File: src/shared/eas_cfg.svh
/*
 * Constants of the port 2 EEE status and next-page control register bank:
 * register indices, field positions, reset values and timing counts.
 * Assumes a 32-bit AHB-Lite bus; byte address = register index * 4.
 */
`ifndef EAS_CFG_SVH
`define EAS_CFG_SVH

// Register indices (byte address is index * 4)
`define EAS_IDX_W 10
`define EAS_IDX_STATUS 10'h0f0
`define EAS_IDX_RECOV 10'h0f2
`define EAS_IDX_NPCTL 10'h0f3
`define EAS_IDX_IRQ_STAT 10'h100
`define EAS_IDX_IRQ_MASK 10'h101

// Status and auto-negotiation expansion fields
`define EAS_B_RX_LPI_LATCH 11
`define EAS_B_RX_LPI_LIVE 10
`define EAS_B_RSV_HI 9
`define EAS_B_RSV_LO 8
`define EAS_B_NP_LOC_ABLE 6
`define EAS_B_NP_LOC 5
`define EAS_B_PD_FAULT 4
`define EAS_B_LP_NP_ABLE 3
`define EAS_B_NP_ABLE 2
`define EAS_B_PAGE_RX 1
`define EAS_B_LP_AN_ABLE 0
`define EAS_NP_LOC_ABLE_VAL 1'h1
`define EAS_NP_LOC_VAL 1'h1
`define EAS_NP_ABLE_VAL 1'h1
`define EAS_RSV_RST 2'h0

// Next-page control fields
`define EAS_B_NP_EN_P2 1
`define EAS_B_NP_EN_P1 0
`define EAS_NPCTL_RST 2'h3

// Recovery counter
`define EAS_RECOV_W 8
`define EAS_RECOV_RST 8'h27
`define EAS_RECOV_UNIT_NS 640
`define EAS_CLK_NS 10
`define EAS_RECOV_UNIT_CYC ((`EAS_RECOV_UNIT_NS + `EAS_CLK_NS - 1) / `EAS_CLK_NS)

// Interrupt status and mask layout
`define EAS_IRQ_W 4
`define EAS_IRQ_RX_LPI 0
`define EAS_IRQ_PD_FAULT 1
`define EAS_IRQ_PAGE_RX 2
`define EAS_IRQ_RECOV_DONE 3
`define EAS_IRQ_RST 4'h0

`endif

File: src/shared/eas_pkg.sv
/*
 * Types of the port 2 EEE status and next-page control register bank.
 * Assumes eas_cfg.svh for all numeric constants.
 */
package eas_pkg;

    typedef enum logic [1:0] {
        EAS_TRANS_IDLE = 2'h0,
        EAS_TRANS_BUSY = 2'h1,
        EAS_TRANS_NONSEQ = 2'h2,
        EAS_TRANS_SEQ = 2'h3
    } eas_htrans_t;

    typedef enum logic [1:0] {
        EAS_RT_IDLE = 2'b01,
        EAS_RT_WAIT = 2'b10
    } eas_rt_state_t;

endpackage : eas_pkg

File: src/eas_recovery_timer.sv
/*
 * Wake recovery timer: after low-power idle ends, holds the MAC transmitter
 * off for the programmed number of units, each unit UNIT_CYC clock cycles.
 * Assumes a synchronous, active-low reset and a one-cycle exit pulse.
 */
`timescale 1ns/1ns
`include "eas_cfg.svh"

module eas_recovery_timer
    import eas_pkg::*;
#(
    parameter int CNT_W = `EAS_RECOV_W,
    parameter int UNIT_CYC = `EAS_RECOV_UNIT_CYC
)
(
    // Clock and reset
    input wire logic sys_clk,
    input wire logic nrst,
    // Control
    input wire logic start,
    input wire logic [CNT_W-1:0] units,
    // Status
    output logic hold,
    output logic done
);

    localparam int SUB_W = (UNIT_CYC > 1) ? $clog2(UNIT_CYC) : 1;
    localparam logic [SUB_W-1:0] SUB_LAST = SUB_W'(UNIT_CYC - 1);

    eas_rt_state_t state_q;
    logic [CNT_W-1:0] unit_q;
    logic [SUB_W-1:0] sub_q;
    logic last_tick;

    assign last_tick = (sub_q == SUB_LAST) && (unit_q == CNT_W'(1));
    assign hold = (state_q == EAS_RT_WAIT);

    ////////////////////////////////////////////////////////////////////////
    // Sequencing

    always_ff @(posedge sys_clk)
    begin
        if (!nrst)
        begin
            state_q <= EAS_RT_IDLE;
            unit_q <= '0;
            sub_q <= '0;
            done <= 1'b0;
        end
        else
        begin
            done <= 1'b0;
            case (state_q)
                EAS_RT_IDLE:
                begin
                    // A zero count releases the MAC at once
                    if (start && (units != '0))
                    begin
                        state_q <= EAS_RT_WAIT;
                        unit_q <= units;
                        sub_q <= '0;
                    end
                    else if (start)
                    begin
                        done <= 1'b1;
                    end
                end
                EAS_RT_WAIT:
                begin
                    if (last_tick)
                    begin
                        state_q <= EAS_RT_IDLE;
                        done <= 1'b1;
                    end
                    else if (sub_q == SUB_LAST)
                    begin
                        sub_q <= '0;
                        unit_q <= unit_q - CNT_W'(1);
                    end
                    else
                    begin
                        sub_q <= sub_q + SUB_W'(1);
                    end
                end
                default:
                begin
                    state_q <= EAS_RT_IDLE;
                end
            endcase
        end
    end

endmodule : eas_recovery_timer

File: src/eas_regs.sv
/*
 * Port 2 EEE status / auto-negotiation expansion, LPI recovery counter and
 * next-page control registers behind an AHB-Lite slave, with an interrupt.
 * Assumes PHY-side status inputs synchronous to sys_clk, event inputs one
 * cycle wide, and a single bus master with word accesses.
 */
// Added by the designer: the AHB-Lite slave port.
// How it works
// - Receive LPI sets latched bit 11, held.
// - Writing one clears bit 11; set wins.
// - Bit 10 follows receive LPI live.
// - Bit 6 always reads one.
// - Bit 5 reads one: pages at 0x0EA.
// - Parallel fault latches bit 4; read clears.
// - Bit 3 shows partner next-page ability.
// - Bit 2 shows local next-page ability, one.
// - New page latches bit 1 high.
// - Bit 0 shows partner auto-negotiation ability.
// - MAC waits count times 640 ns after LPI.
// - Port 2 next-page enable gates exchange.
// - Port 1 next-page enable gates exchange.
`timescale 1ns/1ns
`include "eas_cfg.svh"

module eas_regs
    import eas_pkg::*;
#(
    parameter int ADDR_W = 32,
    parameter int RECOV_UNIT_CYC = `EAS_RECOV_UNIT_CYC
)
(
    // Clock and reset
    input wire logic sys_clk,
    input wire logic nrst,
    // AHB-Lite slave
    input wire logic hsel,
    input wire logic [ADDR_W-1:0] haddr,
    input wire logic [1:0] htrans,
    input wire logic hwrite,
    input wire logic [2:0] hsize,
    input wire logic [31:0] hwdata,
    input wire logic hready,
    output logic [31:0] hrdata,
    output logic hreadyout,
    output logic hresp,
    // PHY and auto-negotiation status
    input wire logic rx_lpi_active,
    input wire logic pd_fault_evt,
    input wire logic page_rx_evt,
    input wire logic partner_np_able,
    input wire logic partner_an_able,
    input wire logic lpi_exit,
    // Controls to the port logic
    output logic mac_tx_hold,
    output logic np_exchange_en_p1,
    output logic np_exchange_en_p2,
    // Interrupt
    output logic irq
);

    ////////////////////////////////////////////////////////////////////////
    // Helpers

    // Word index from a byte address; the two low bits are dropped
    function automatic logic [`EAS_IDX_W-1:0] reg_index(input logic [ADDR_W-1:0] a);
        reg_index = a[`EAS_IDX_W+1:2];
    endfunction : reg_index

    // Latched flag: a set in the same cycle as a clear wins,
    // so no event is lost
    function automatic logic sticky(input logic cur, input logic set, input logic clr);
        sticky = set | (cur & ~clr);
    endfunction : sticky

    ////////////////////////////////////////////////////////////////////////
    // Bus phase tracking

    logic addr_ok;
    logic wr_req;
    logic rd_req;
    logic wr_pend_q;
    logic [`EAS_IDX_W-1:0] wr_idx_q;
    logic wr_do;
    logic rd_do;
    logic [`EAS_IDX_W-1:0] rd_idx;
    logic [15:0] stat_rd;

    // Only word-sized NONSEQ or SEQ transfers are taken; other sizes
    // and idle or busy slots leave every register untouched
    assign addr_ok = hsel && hready && htrans[1] && (hsize == 3'h2);
    assign wr_req = addr_ok && hwrite;
    assign rd_req = addr_ok && !hwrite;
    // A read behind a pending write waits one cycle so it sees the new value
    assign hreadyout = !(wr_pend_q && hsel && htrans[1] && !hwrite);
    // Every transfer completes OKAY; there is no error response
    assign hresp = 1'b0;
    assign wr_do = wr_pend_q;
    assign rd_do = rd_req && hreadyout;
    assign rd_idx = reg_index(haddr);

    // A write commits one edge after its address phase, when hwdata
    // is valid; the index is kept for that data phase
    always_ff @(posedge sys_clk)
    begin
        if (!nrst)
        begin
            wr_pend_q <= 1'b0;
            wr_idx_q <= '0;
        end
        else
        begin
            if (wr_req && hreadyout)
            begin
                wr_pend_q <= 1'b1;
                wr_idx_q <= reg_index(haddr);
            end
            else
            begin
                wr_pend_q <= 1'b0;
            end
        end
    end

    // One strobe for each register
    logic wr_status;
    logic wr_recov;
    logic wr_npctl;
    logic wr_irq_stat;
    logic wr_irq_mask;
    logic rd_status;

    assign wr_status = wr_do && (wr_idx_q == `EAS_IDX_STATUS);
    assign wr_recov = wr_do && (wr_idx_q == `EAS_IDX_RECOV);
    assign wr_npctl = wr_do && (wr_idx_q == `EAS_IDX_NPCTL);
    assign wr_irq_stat = wr_do && (wr_idx_q == `EAS_IDX_IRQ_STAT);
    assign wr_irq_mask = wr_do && (wr_idx_q == `EAS_IDX_IRQ_MASK);
    assign rd_status = rd_do && (rd_idx == `EAS_IDX_STATUS);

    ////////////////////////////////////////////////////////////////////////
    // Status and auto-negotiation expansion

    // Bit 11 is set from the live level, so a clear written while LPI
    // is still present does not stick
    // Bits 4 and 1 clear on a status read; an event in the same cycle
    // survives the read and shows on the next one
    // Bits 9:8 are plain storage with no effect on the port
    logic rx_lpi_latch_q;
    logic pd_fault_q;
    logic page_rx_q;
    logic [1:0] rsv_q;

    always_ff @(posedge sys_clk)
    begin
        if (!nrst)
        begin
            rx_lpi_latch_q <= 1'b0;
            pd_fault_q <= 1'b0;
            page_rx_q <= 1'b0;
            rsv_q <= `EAS_RSV_RST;
        end
        else
        begin
            rx_lpi_latch_q <= sticky(rx_lpi_latch_q, rx_lpi_active,
                wr_status && hwdata[`EAS_B_RX_LPI_LATCH]);
            // Event inputs are one-cycle pulses from the port logic
            pd_fault_q <= sticky(pd_fault_q, pd_fault_evt, rd_status);
            page_rx_q <= sticky(page_rx_q, page_rx_evt, rd_status);
            if (wr_status)
            begin
                rsv_q <= hwdata[`EAS_B_RSV_HI:`EAS_B_RSV_LO];
            end
        end
    end

    // Latched and stored bits, live inputs and constants; bits 15..12 and 7 read zero
    always_comb
    begin
        stat_rd = 16'h0000;
        stat_rd[`EAS_B_RX_LPI_LATCH] = rx_lpi_latch_q;
        stat_rd[`EAS_B_RX_LPI_LIVE] = rx_lpi_active;
        stat_rd[`EAS_B_RSV_HI:`EAS_B_RSV_LO] = rsv_q;
        stat_rd[`EAS_B_NP_LOC_ABLE] = `EAS_NP_LOC_ABLE_VAL;
        stat_rd[`EAS_B_NP_LOC] = `EAS_NP_LOC_VAL;
        stat_rd[`EAS_B_PD_FAULT] = pd_fault_q;
        stat_rd[`EAS_B_LP_NP_ABLE] = partner_np_able;
        stat_rd[`EAS_B_NP_ABLE] = `EAS_NP_ABLE_VAL;
        stat_rd[`EAS_B_PAGE_RX] = page_rx_q;
        stat_rd[`EAS_B_LP_AN_ABLE] = partner_an_able;
    end

    ////////////////////////////////////////////////////////////////////////
    // Recovery counter and next-page control

    // A new count applies from the next exit from LPI; a wait already
    // running keeps the count it started with
    // The enables reach the port logic as plain levels; clearing one
    // takes effect at the next auto-negotiation
    logic [`EAS_RECOV_W-1:0] recov_q;
    logic [1:0] np_en_q;
    logic recov_done;

    always_ff @(posedge sys_clk)
    begin
        if (!nrst)
        begin
            recov_q <= `EAS_RECOV_RST;
            np_en_q <= `EAS_NPCTL_RST;
        end
        else
        begin
            if (wr_recov)
            begin
                recov_q <= hwdata[`EAS_RECOV_W-1:0];
            end
            if (wr_npctl)
            begin
                np_en_q <= hwdata[`EAS_B_NP_EN_P2:`EAS_B_NP_EN_P1];
            end
        end
    end

    assign np_exchange_en_p2 = np_en_q[`EAS_B_NP_EN_P2];
    assign np_exchange_en_p1 = np_en_q[`EAS_B_NP_EN_P1];

    // The MAC is held off from the edge after the exit pulse
    eas_recovery_timer #(
        .CNT_W(`EAS_RECOV_W),
        .UNIT_CYC(RECOV_UNIT_CYC)
    ) u_recov (
        .sys_clk(sys_clk),
        .nrst(nrst),
        .start(lpi_exit),
        .units(recov_q),
        .hold(mac_tx_hold),
        .done(recov_done)
    );

    ////////////////////////////////////////////////////////////////////////
    // Interrupt status and mask

    // Receive LPI raises its event on the rising edge only, so one long
    // LPI period gives one interrupt
    // Status bits are write-one-to-clear; the mask only gates irq
    logic rx_lpi_prev_q;
    logic [`EAS_IRQ_W-1:0] irq_stat_q;
    logic [`EAS_IRQ_W-1:0] irq_mask_q;
    logic [`EAS_IRQ_W-1:0] irq_evt;

    always_comb
    begin
        irq_evt = `EAS_IRQ_RST;
        irq_evt[`EAS_IRQ_RX_LPI] = rx_lpi_active && !rx_lpi_prev_q;
        irq_evt[`EAS_IRQ_PD_FAULT] = pd_fault_evt;
        irq_evt[`EAS_IRQ_PAGE_RX] = page_rx_evt;
        irq_evt[`EAS_IRQ_RECOV_DONE] = recov_done;
    end

    always_ff @(posedge sys_clk)
    begin
        if (!nrst)
        begin
            rx_lpi_prev_q <= 1'b0;
            irq_stat_q <= `EAS_IRQ_RST;
            irq_mask_q <= `EAS_IRQ_RST;
        end
        else
        begin
            rx_lpi_prev_q <= rx_lpi_active;
            // New events win over a same-cycle write-one clear
            irq_stat_q <= irq_evt |
                (irq_stat_q & ~(wr_irq_stat ? hwdata[`EAS_IRQ_W-1:0] : `EAS_IRQ_RST));
            if (wr_irq_mask)
            begin
                irq_mask_q <= hwdata[`EAS_IRQ_W-1:0];
            end
        end
    end

    assign irq = |(irq_stat_q & irq_mask_q);

    ////////////////////////////////////////////////////////////////////////
    // Read data, captured at the address phase

    always_ff @(posedge sys_clk)
    begin
        if (!nrst)
        begin
            hrdata <= 32'h0000_0000;
        end
        // Loaded once per accepted read, at the same edge at which the
        // read-clear flags drop, so the old value is the one returned
        else if (rd_do)
        begin
            case (rd_idx)
                `EAS_IDX_STATUS: hrdata <= {16'h0000, stat_rd};
                `EAS_IDX_RECOV: hrdata <= {24'h00_0000, recov_q};
                `EAS_IDX_NPCTL: hrdata <= {30'h0000_0000, np_en_q};
                `EAS_IDX_IRQ_STAT: hrdata <= {28'h000_0000, irq_stat_q};
                `EAS_IDX_IRQ_MASK: hrdata <= {28'h000_0000, irq_mask_q};
                // Unmapped indices read zero
                default: hrdata <= 32'h0000_0000;
            endcase
        end
    end

endmodule : eas_regs

File: config.mk
export PLATFORM = sky130hd
export DESIGN_NAME = eas_regs
export DESIGN_NICKNAME = d
export VERILOG_FILES = /design/src/shared/eas_pkg.sv /design/src/eas_recovery_timer.sv /design/src/eas_regs.sv
export VERILOG_INCLUDE_DIRS = /design/src /design/src/shared
export SDC_FILE = /design/constraint.sdc
export NUM_CORES = 1
export LEC_CHECK = 0
export BUFFER_PORTS_ARGS = -buffer_cell sky130_fd_sc_hd__buf_4
export CAP_MARGIN = 20
export CELL_PAD_IN_SITES_DETAIL_PLACEMENT = 1
export CELL_PAD_IN_SITES_GLOBAL_PLACEMENT = 2
export CORE_UTILIZATION = 28
export CTS_CLUSTER_DIAMETER = 30
export DETAILED_ROUTE_END_ITERATION = 16
export PLACE_DENSITY = 0.77
export REMOVE_ABC_BUFFERS = 1
export SYNTH_ARGS = -nofsm -noshare
export SYNTH_HDL_FRONTEND = slang
export SYNTH_SLANG_ARGS = --single-unit
File: constraint.sdc
create_clock -name sys_clk -period 2.4 [get_ports sys_clk]
set_clock_uncertainty 0.2 [all_clocks]
set_input_delay 0.48 -clock sys_clk [delete_from_list [all_inputs] [get_ports sys_clk]]
set_output_delay 0.48 -clock sys_clk [all_outputs]
set_load 0.03 [all_outputs]
Word level (Yosys, flattened, before mapping). Index checks and enable logic that the tools add are counted.

Output and inout bits: 38. Bits in latches: 0. Bits in writable memories: 0. Flip-flop bits (word level): 84. Input bits: 80. Logic and storage cells: 96. Memories kept: 0. Bits in read-only memories: 0.

Reduce and logical (&&, ||, !) cells: 29. Bitwise logic cells: 12. $mul: 0. Div/mod/pow operators: 0. Shift operators: 0. Mux-type cells: 18. Add/sub/neg operators: 2. $lt $le $gt $ge: 0. Equal/unequal tests: 19.

Operators with widths (number): $eq A10 B8 Y1 const B (6); $pmux W12 S5 (1); $eq A10 B9 Y1 const B (4); $mux W8 (3); $logic_and A1 B1 Y1 (20); $mux W6 (3); $pmux W8 S2 (1); $pmux W6 S2 (1); $and A4 B4 Y4 (2); $eq A8 B1 Y1 const B (1); $reduce_bool A8 Y1 (1); $sub A8 B1 Y8 const B (1); $add A6 B1 Y6 const B (1); $eq A6 B6 Y1 const B (1); $ne A2 B1 Y1 const B (3); $mux W1 (4); $mux W2 (2); $mux W4 (1); $not A4 Y4 (1); $or A4 B4 Y4 (1); $pmux W2 S2 (1); $reduce_and A4 Y1 (1); $reduce_or A4 Y1 (1); $and A1 B1 Y1 (3); 11 further kinds (16).

Logic depth before layout (Yosys ltp).
Depth in word-level cells: 9. Depth in mapped cells: 8. Gate-level depth less buffers: 7.

Hierarchy. A second synthesis with hierarchy kept.

Cells, all modules: 409. Area total of the unflattened synthesis: 3448.3 um^2.

By module, submodules not included: eas_regs (times used 1, cells each 269, area an instance 2327.2 um^2); eas_recovery_timer (times used 1, cells each 140, area an instance 1121.1 um^2).

Worst setup path after synthesis. Ideal clock, no wire load.

Path type: input to register. Start: input hsize[0]. End: register page_rx_q. Required time: 2.085 ns. Cell stages on the path: 5. Buffers on the path: 0. Arrival: 1.874 ns. Setup slack: 0.212 ns. Cell sequence: nor4bb_1 nand4_1 nor4_1 nor2b_1 o21a_1.

Word-level cells in the longest chain between the ends: 8.

Ends and longest elaborated chain: from (decl) (line eas_regs.sv:40) `input wire logic [2:0] hsize,`; $eq A3 B2 Y1 (line eas_regs.sv:90) `assign addr_ok = hsel && hready && htrans[1] && (hsize == 3'h2);`; $logic_and A1 B1 Y1 (line eas_regs.sv:90); $logic_and A1 B1 Y1 (line eas_regs.sv:92) `assign rd_req = addr_ok && !hwrite;`; $logic_and A1 B1 Y1 (line eas_regs.sv:98) `assign rd_do = rd_req && hreadyout;`; $logic_and A1 B1 Y1 (line eas_regs.sv:137) `` assign rd_status = rd_do && (rd_idx == `EAS_IDX_STATUS); ``; $not A1 Y1 (line eas_regs.sv:72) `sticky = set | (cur & ~clr);`; $and A1 B1 Y1 (line eas_regs.sv:72); $or A1 B1 Y1 (line eas_regs.sv:72); to (signal assigned) (line eas_regs.sv:167) `page_rx_q <= sticky(page_rx_q, page_rx_evt, rd_status);`; to (decl) (line eas_regs.sv:149) `logic page_rx_q;`.

Every way passes these cells. A chain may end at the register's enable or synchronous reset.

Worst setup path in the final report.
Start: register u_recov.unit_q[2]. End: register u_recov.sub_q[4].

Word-level cells in the longest chain between the ends: 4.

Ends and longest elaborated chain: from (decl) (line eas_recovery_timer.sv:31) `logic [CNT_W-1:0] unit_q;`; from (signal assigned) (line eas_recovery_timer.sv:60) `unit_q <= units;`; from (signal assigned) (line eas_recovery_timer.sv:78) `unit_q <= unit_q - CNT_W'(1);`; $eq A8 B1 Y1 (line eas_recovery_timer.sv:35) `assign last_tick = (sub_q == SUB_LAST) && (unit_q == CNT_W'(1));`; $logic_and A1 B1 Y1 (line eas_recovery_timer.sv:35); $ne A2 B2 Y1 (no source line); $reduce_and A3 Y1 (no source line); to (signal assigned) (line eas_recovery_timer.sv:82) `sub_q <= sub_q + SUB_W'(1);`; to (decl) (line eas_recovery_timer.sv:32) `logic [SUB_W-1:0] sub_q;`.

Every way passes these cells.

==> impl_metrics.csv <==
group,metric,value,unit
cts,clk_pin_slew_worst_paths,0.06,ns
sta,max_freq,0.4306,GHz
cells_and_area,layout.nets,508,
sta,slew_headroom,64.61,%
cells_and_area,final_area,4026,um2
sta,slew_viol_final,0,
cts,cts_root_buf,"clkbuf_16",
global_route,antenna_found_initial,0,
global_route,grt_overflow,0,
cts,cts_resized,0,
route,wl_met1,4177,um
place,dp.cells,552,
synthesis,synth_edf_count,0,
place,port_buffers,52,
die,design.core.area,10940,um2
synthesis,synthCells,361,
synthesis,async_flop_share,0,%
power_and_ir_drop,cellLeakagePower,1.790,nW
run_status,status,"finished, final reports clean",
route,dr.first_iter.drc_count,72,
cts,h-tree-depth,3,
synthesis,ys_seq_area_share,40.46,%
global_route,grt_pass1_wl,14380,um
route,vias,2765,
cells_and_area,fin_util,36.82,%
die,chipHeight,108.4,um
synthesis,ys_seq_elements,64,
cts,clk_path_buf_depth,2,
cells_and_area,fin_cells,568,
cts,cts_tree,"built",
cts,numCtsBuffers,9,
synthesis,netlist_top_cells_area,"dfxtp_1 (40%), mux2i_1 (10%), buf_4 (5.2%), nor2_1 (5.1%), nand2_1 (3.4%)",
route,drt_pre_antenna_iters,4,
sta,setup_viol,0,
route,wl_met2,4164,um
synthesis,yosys-top-cells-count,"dfxtp_1 (64), nor2_1 (43), mux2i_1 (32)",
sta,timing.hold.ws,0.1686,ns
route,highest_layer,"met4",
synthesis,synthesis.area,3167,um2
cts,cts_sinks,64,
die,io_pins,118,
worst_setup_path,end_kind,"flop",
cells_and_area,drive_above_1_share,21.96,%
worst_setup_path,critPathRequiredTime,2.40,ns
place,dp_hpwl,6366,um
synthesis,synth_top_area_share,40.46,%
die,fp-row-count,38,
synthesis,synth_cell_types,53,
worst_setup_path,crit_type,"flop to flop",
cells_and_area,areaGrowthSynthToFinish,27.14,%
cts,cts_setup_buffers,0,
worst_setup_path,crit_path_start_kind,"flop",
global_route,grt_pass1_vias,2829,
sta,rsz0062_at_grt,"no",
die,start_util,28.96,%
sta,timing.final.crit_period,2.322,ns
cts,cts_hold_buf,0,
die,die-area,11740,um2
sta,tightest_slew,0.5260,ns
synthesis,avgSynthCellArea,8.772,um2
cts,clk_latency,0.33,ns
global_route,grtUsageTotal,16.10,%
synthesis,ys_warn_count,0,
route,dr_wl_met3,303,um
synthesis,yosys.area.top_type,"dfxtp_1",
die,die_w,108.4,um
power_and_ir_drop,powerDensity,713.3,nW/um2
place,placed_area,3710,um2
sta,hold_viol,0,
cells_and_area,n_antenna_cell,0,
route,ant_nets,0,
route,drt-total-wl,8751,um
synthesis,yosys_most_used_dff,"dfxtp_1",
power_and_ir_drop,power,2.872,mW
min_path,hold_class,"primary input to flop",
place,dp_slack,0.03613,ns
synthesis,post-synth-top-count-cell,"dfxtp_1",
route,drcViolationCount,0,
route,viasPerCell,4.868,
sta,fin_tns_setup,0,ns
worst_setup_path,cp_max_fo,8,
power_and_ir_drop,ir_drop,0.3524,mV
route,wire_per_inst,15.41,um
sta,setup_ws,0.07768,ns
global_route,grt_start_max_net_pins,39,
sta,post-route-period-util,96.76,%
job,cap_violations,0,
worst_setup_path,worstPathArrival,2.33,ns
place,gp_congestion,0.7307,
[kinds of logic (layout without fill, tap and decap cells)]
| kind of cell | count (synthesis) | after routing | share of synthesized area, % |
|---|---|---|---|
| other cells | 1 | 21 | 0.1184 |
| flops | 64 | 64 | 40.46 |
| fa+ha+maj | 5 | 5 | 1.976 |
| compound gates | 73 | 73 | 15.65 |
| simple gates | 133 | 133 | 22.09 |
| buf+inv | 51 | 98 | 9.048 |
| mux | 32 | 32 | 10.11 |
| xor+xnor | 2 | 2 | 0.5532 |
[where the power goes]
group / internal, mW / total, mW / switching, mW
Combinational: 0.145 / 0.381 / 0.236
Sequential: 1.09 / 1.12 / 0.0247
Clock: 0.847 / 1.37 / 0.526
[path summary, 6_finish.rpt]
check	start	end	slack, ns	cells past startpoint
setup / recovery	u_recov.unit_q[2]	u_recov.sub_q[4]	0.08	5
hold / removal	page_rx_evt	page_rx_q	0.17	2
setup reg to reg	u_recov.unit_q[2]	u_recov.sub_q[4]	0.08	5
hold reg to reg	u_recov.done	irq_stat_q[3]	0.26	1
[area by class of cell]
| cell class | instances | area (um2) |
|---|---|---|
| fill | 1328 | 6909 |
| multi-input combinational | 266 | 1679 |
| timing repair buffer | 69 | 530.5 |
| tap | 140 | 175.2 |
| clock buffer | 10 | 239.0 |
| inverter | 13 | 48.80 |
| sequential | 64 | 1281 |
| clock inverter | 6 | 72.57 |
[state kept, by name, summed over array words and instances (netlist names), 2 cells and up]
signal           flops
u_recov.unit_q       8
rsv_q                2
wr_idx_q            10
u_recov.sub_q        6
irq_mask_q           4
hrdata              12
recov_q              8
irq_stat_q           4
u_recov.state_q      2
np_en_q              2
[worst max-delay path, cell delays in order, from the launching register on]
cell and delay, ns:
dfxtp_1 0.32, or4_4 0.57, or4_4 0.57, nand3_1 0.30, or4_1 0.17, o22ai_1 0.06
[per-layer routing]
| metal | up-vias | GRT usage [%] |
|---|---|---|
| met3 | 10 | 3.315 |
| met2 | 57 | 27.07 |
| met1 | 1318 | 20.15 |
| met5 | - | 0 |
| met4 | 0 | 6.178 |
| li1 | 1380 | - |
[cells in the final DEF (no fill, tap or decap), types with 3 or more instances in the layout]
cell / n
o21a_1: 9
a21boi_0: 4
o21ai_0: 7
o22ai_1: 5
a21oi_1: 19
nor4_1: 7
a22oi_1: 8
nor2_1: 43
inv_1: 13
nand3_1: 8
inv_6: 4
buf_4: 68
dfxtp_1: 64
nand2_1: 29
nor2b_1: 6
o32ai_1: 6
ha_1: 5
clkbuf_16: 9
nand4_1: 7
or4_1: 3
mux2i_1: 32
a21oi_2: 3
nor3_1: 5
conb_1: 21
and3_1: 3
Note: power is estimated with default switching activity, not from simulation.
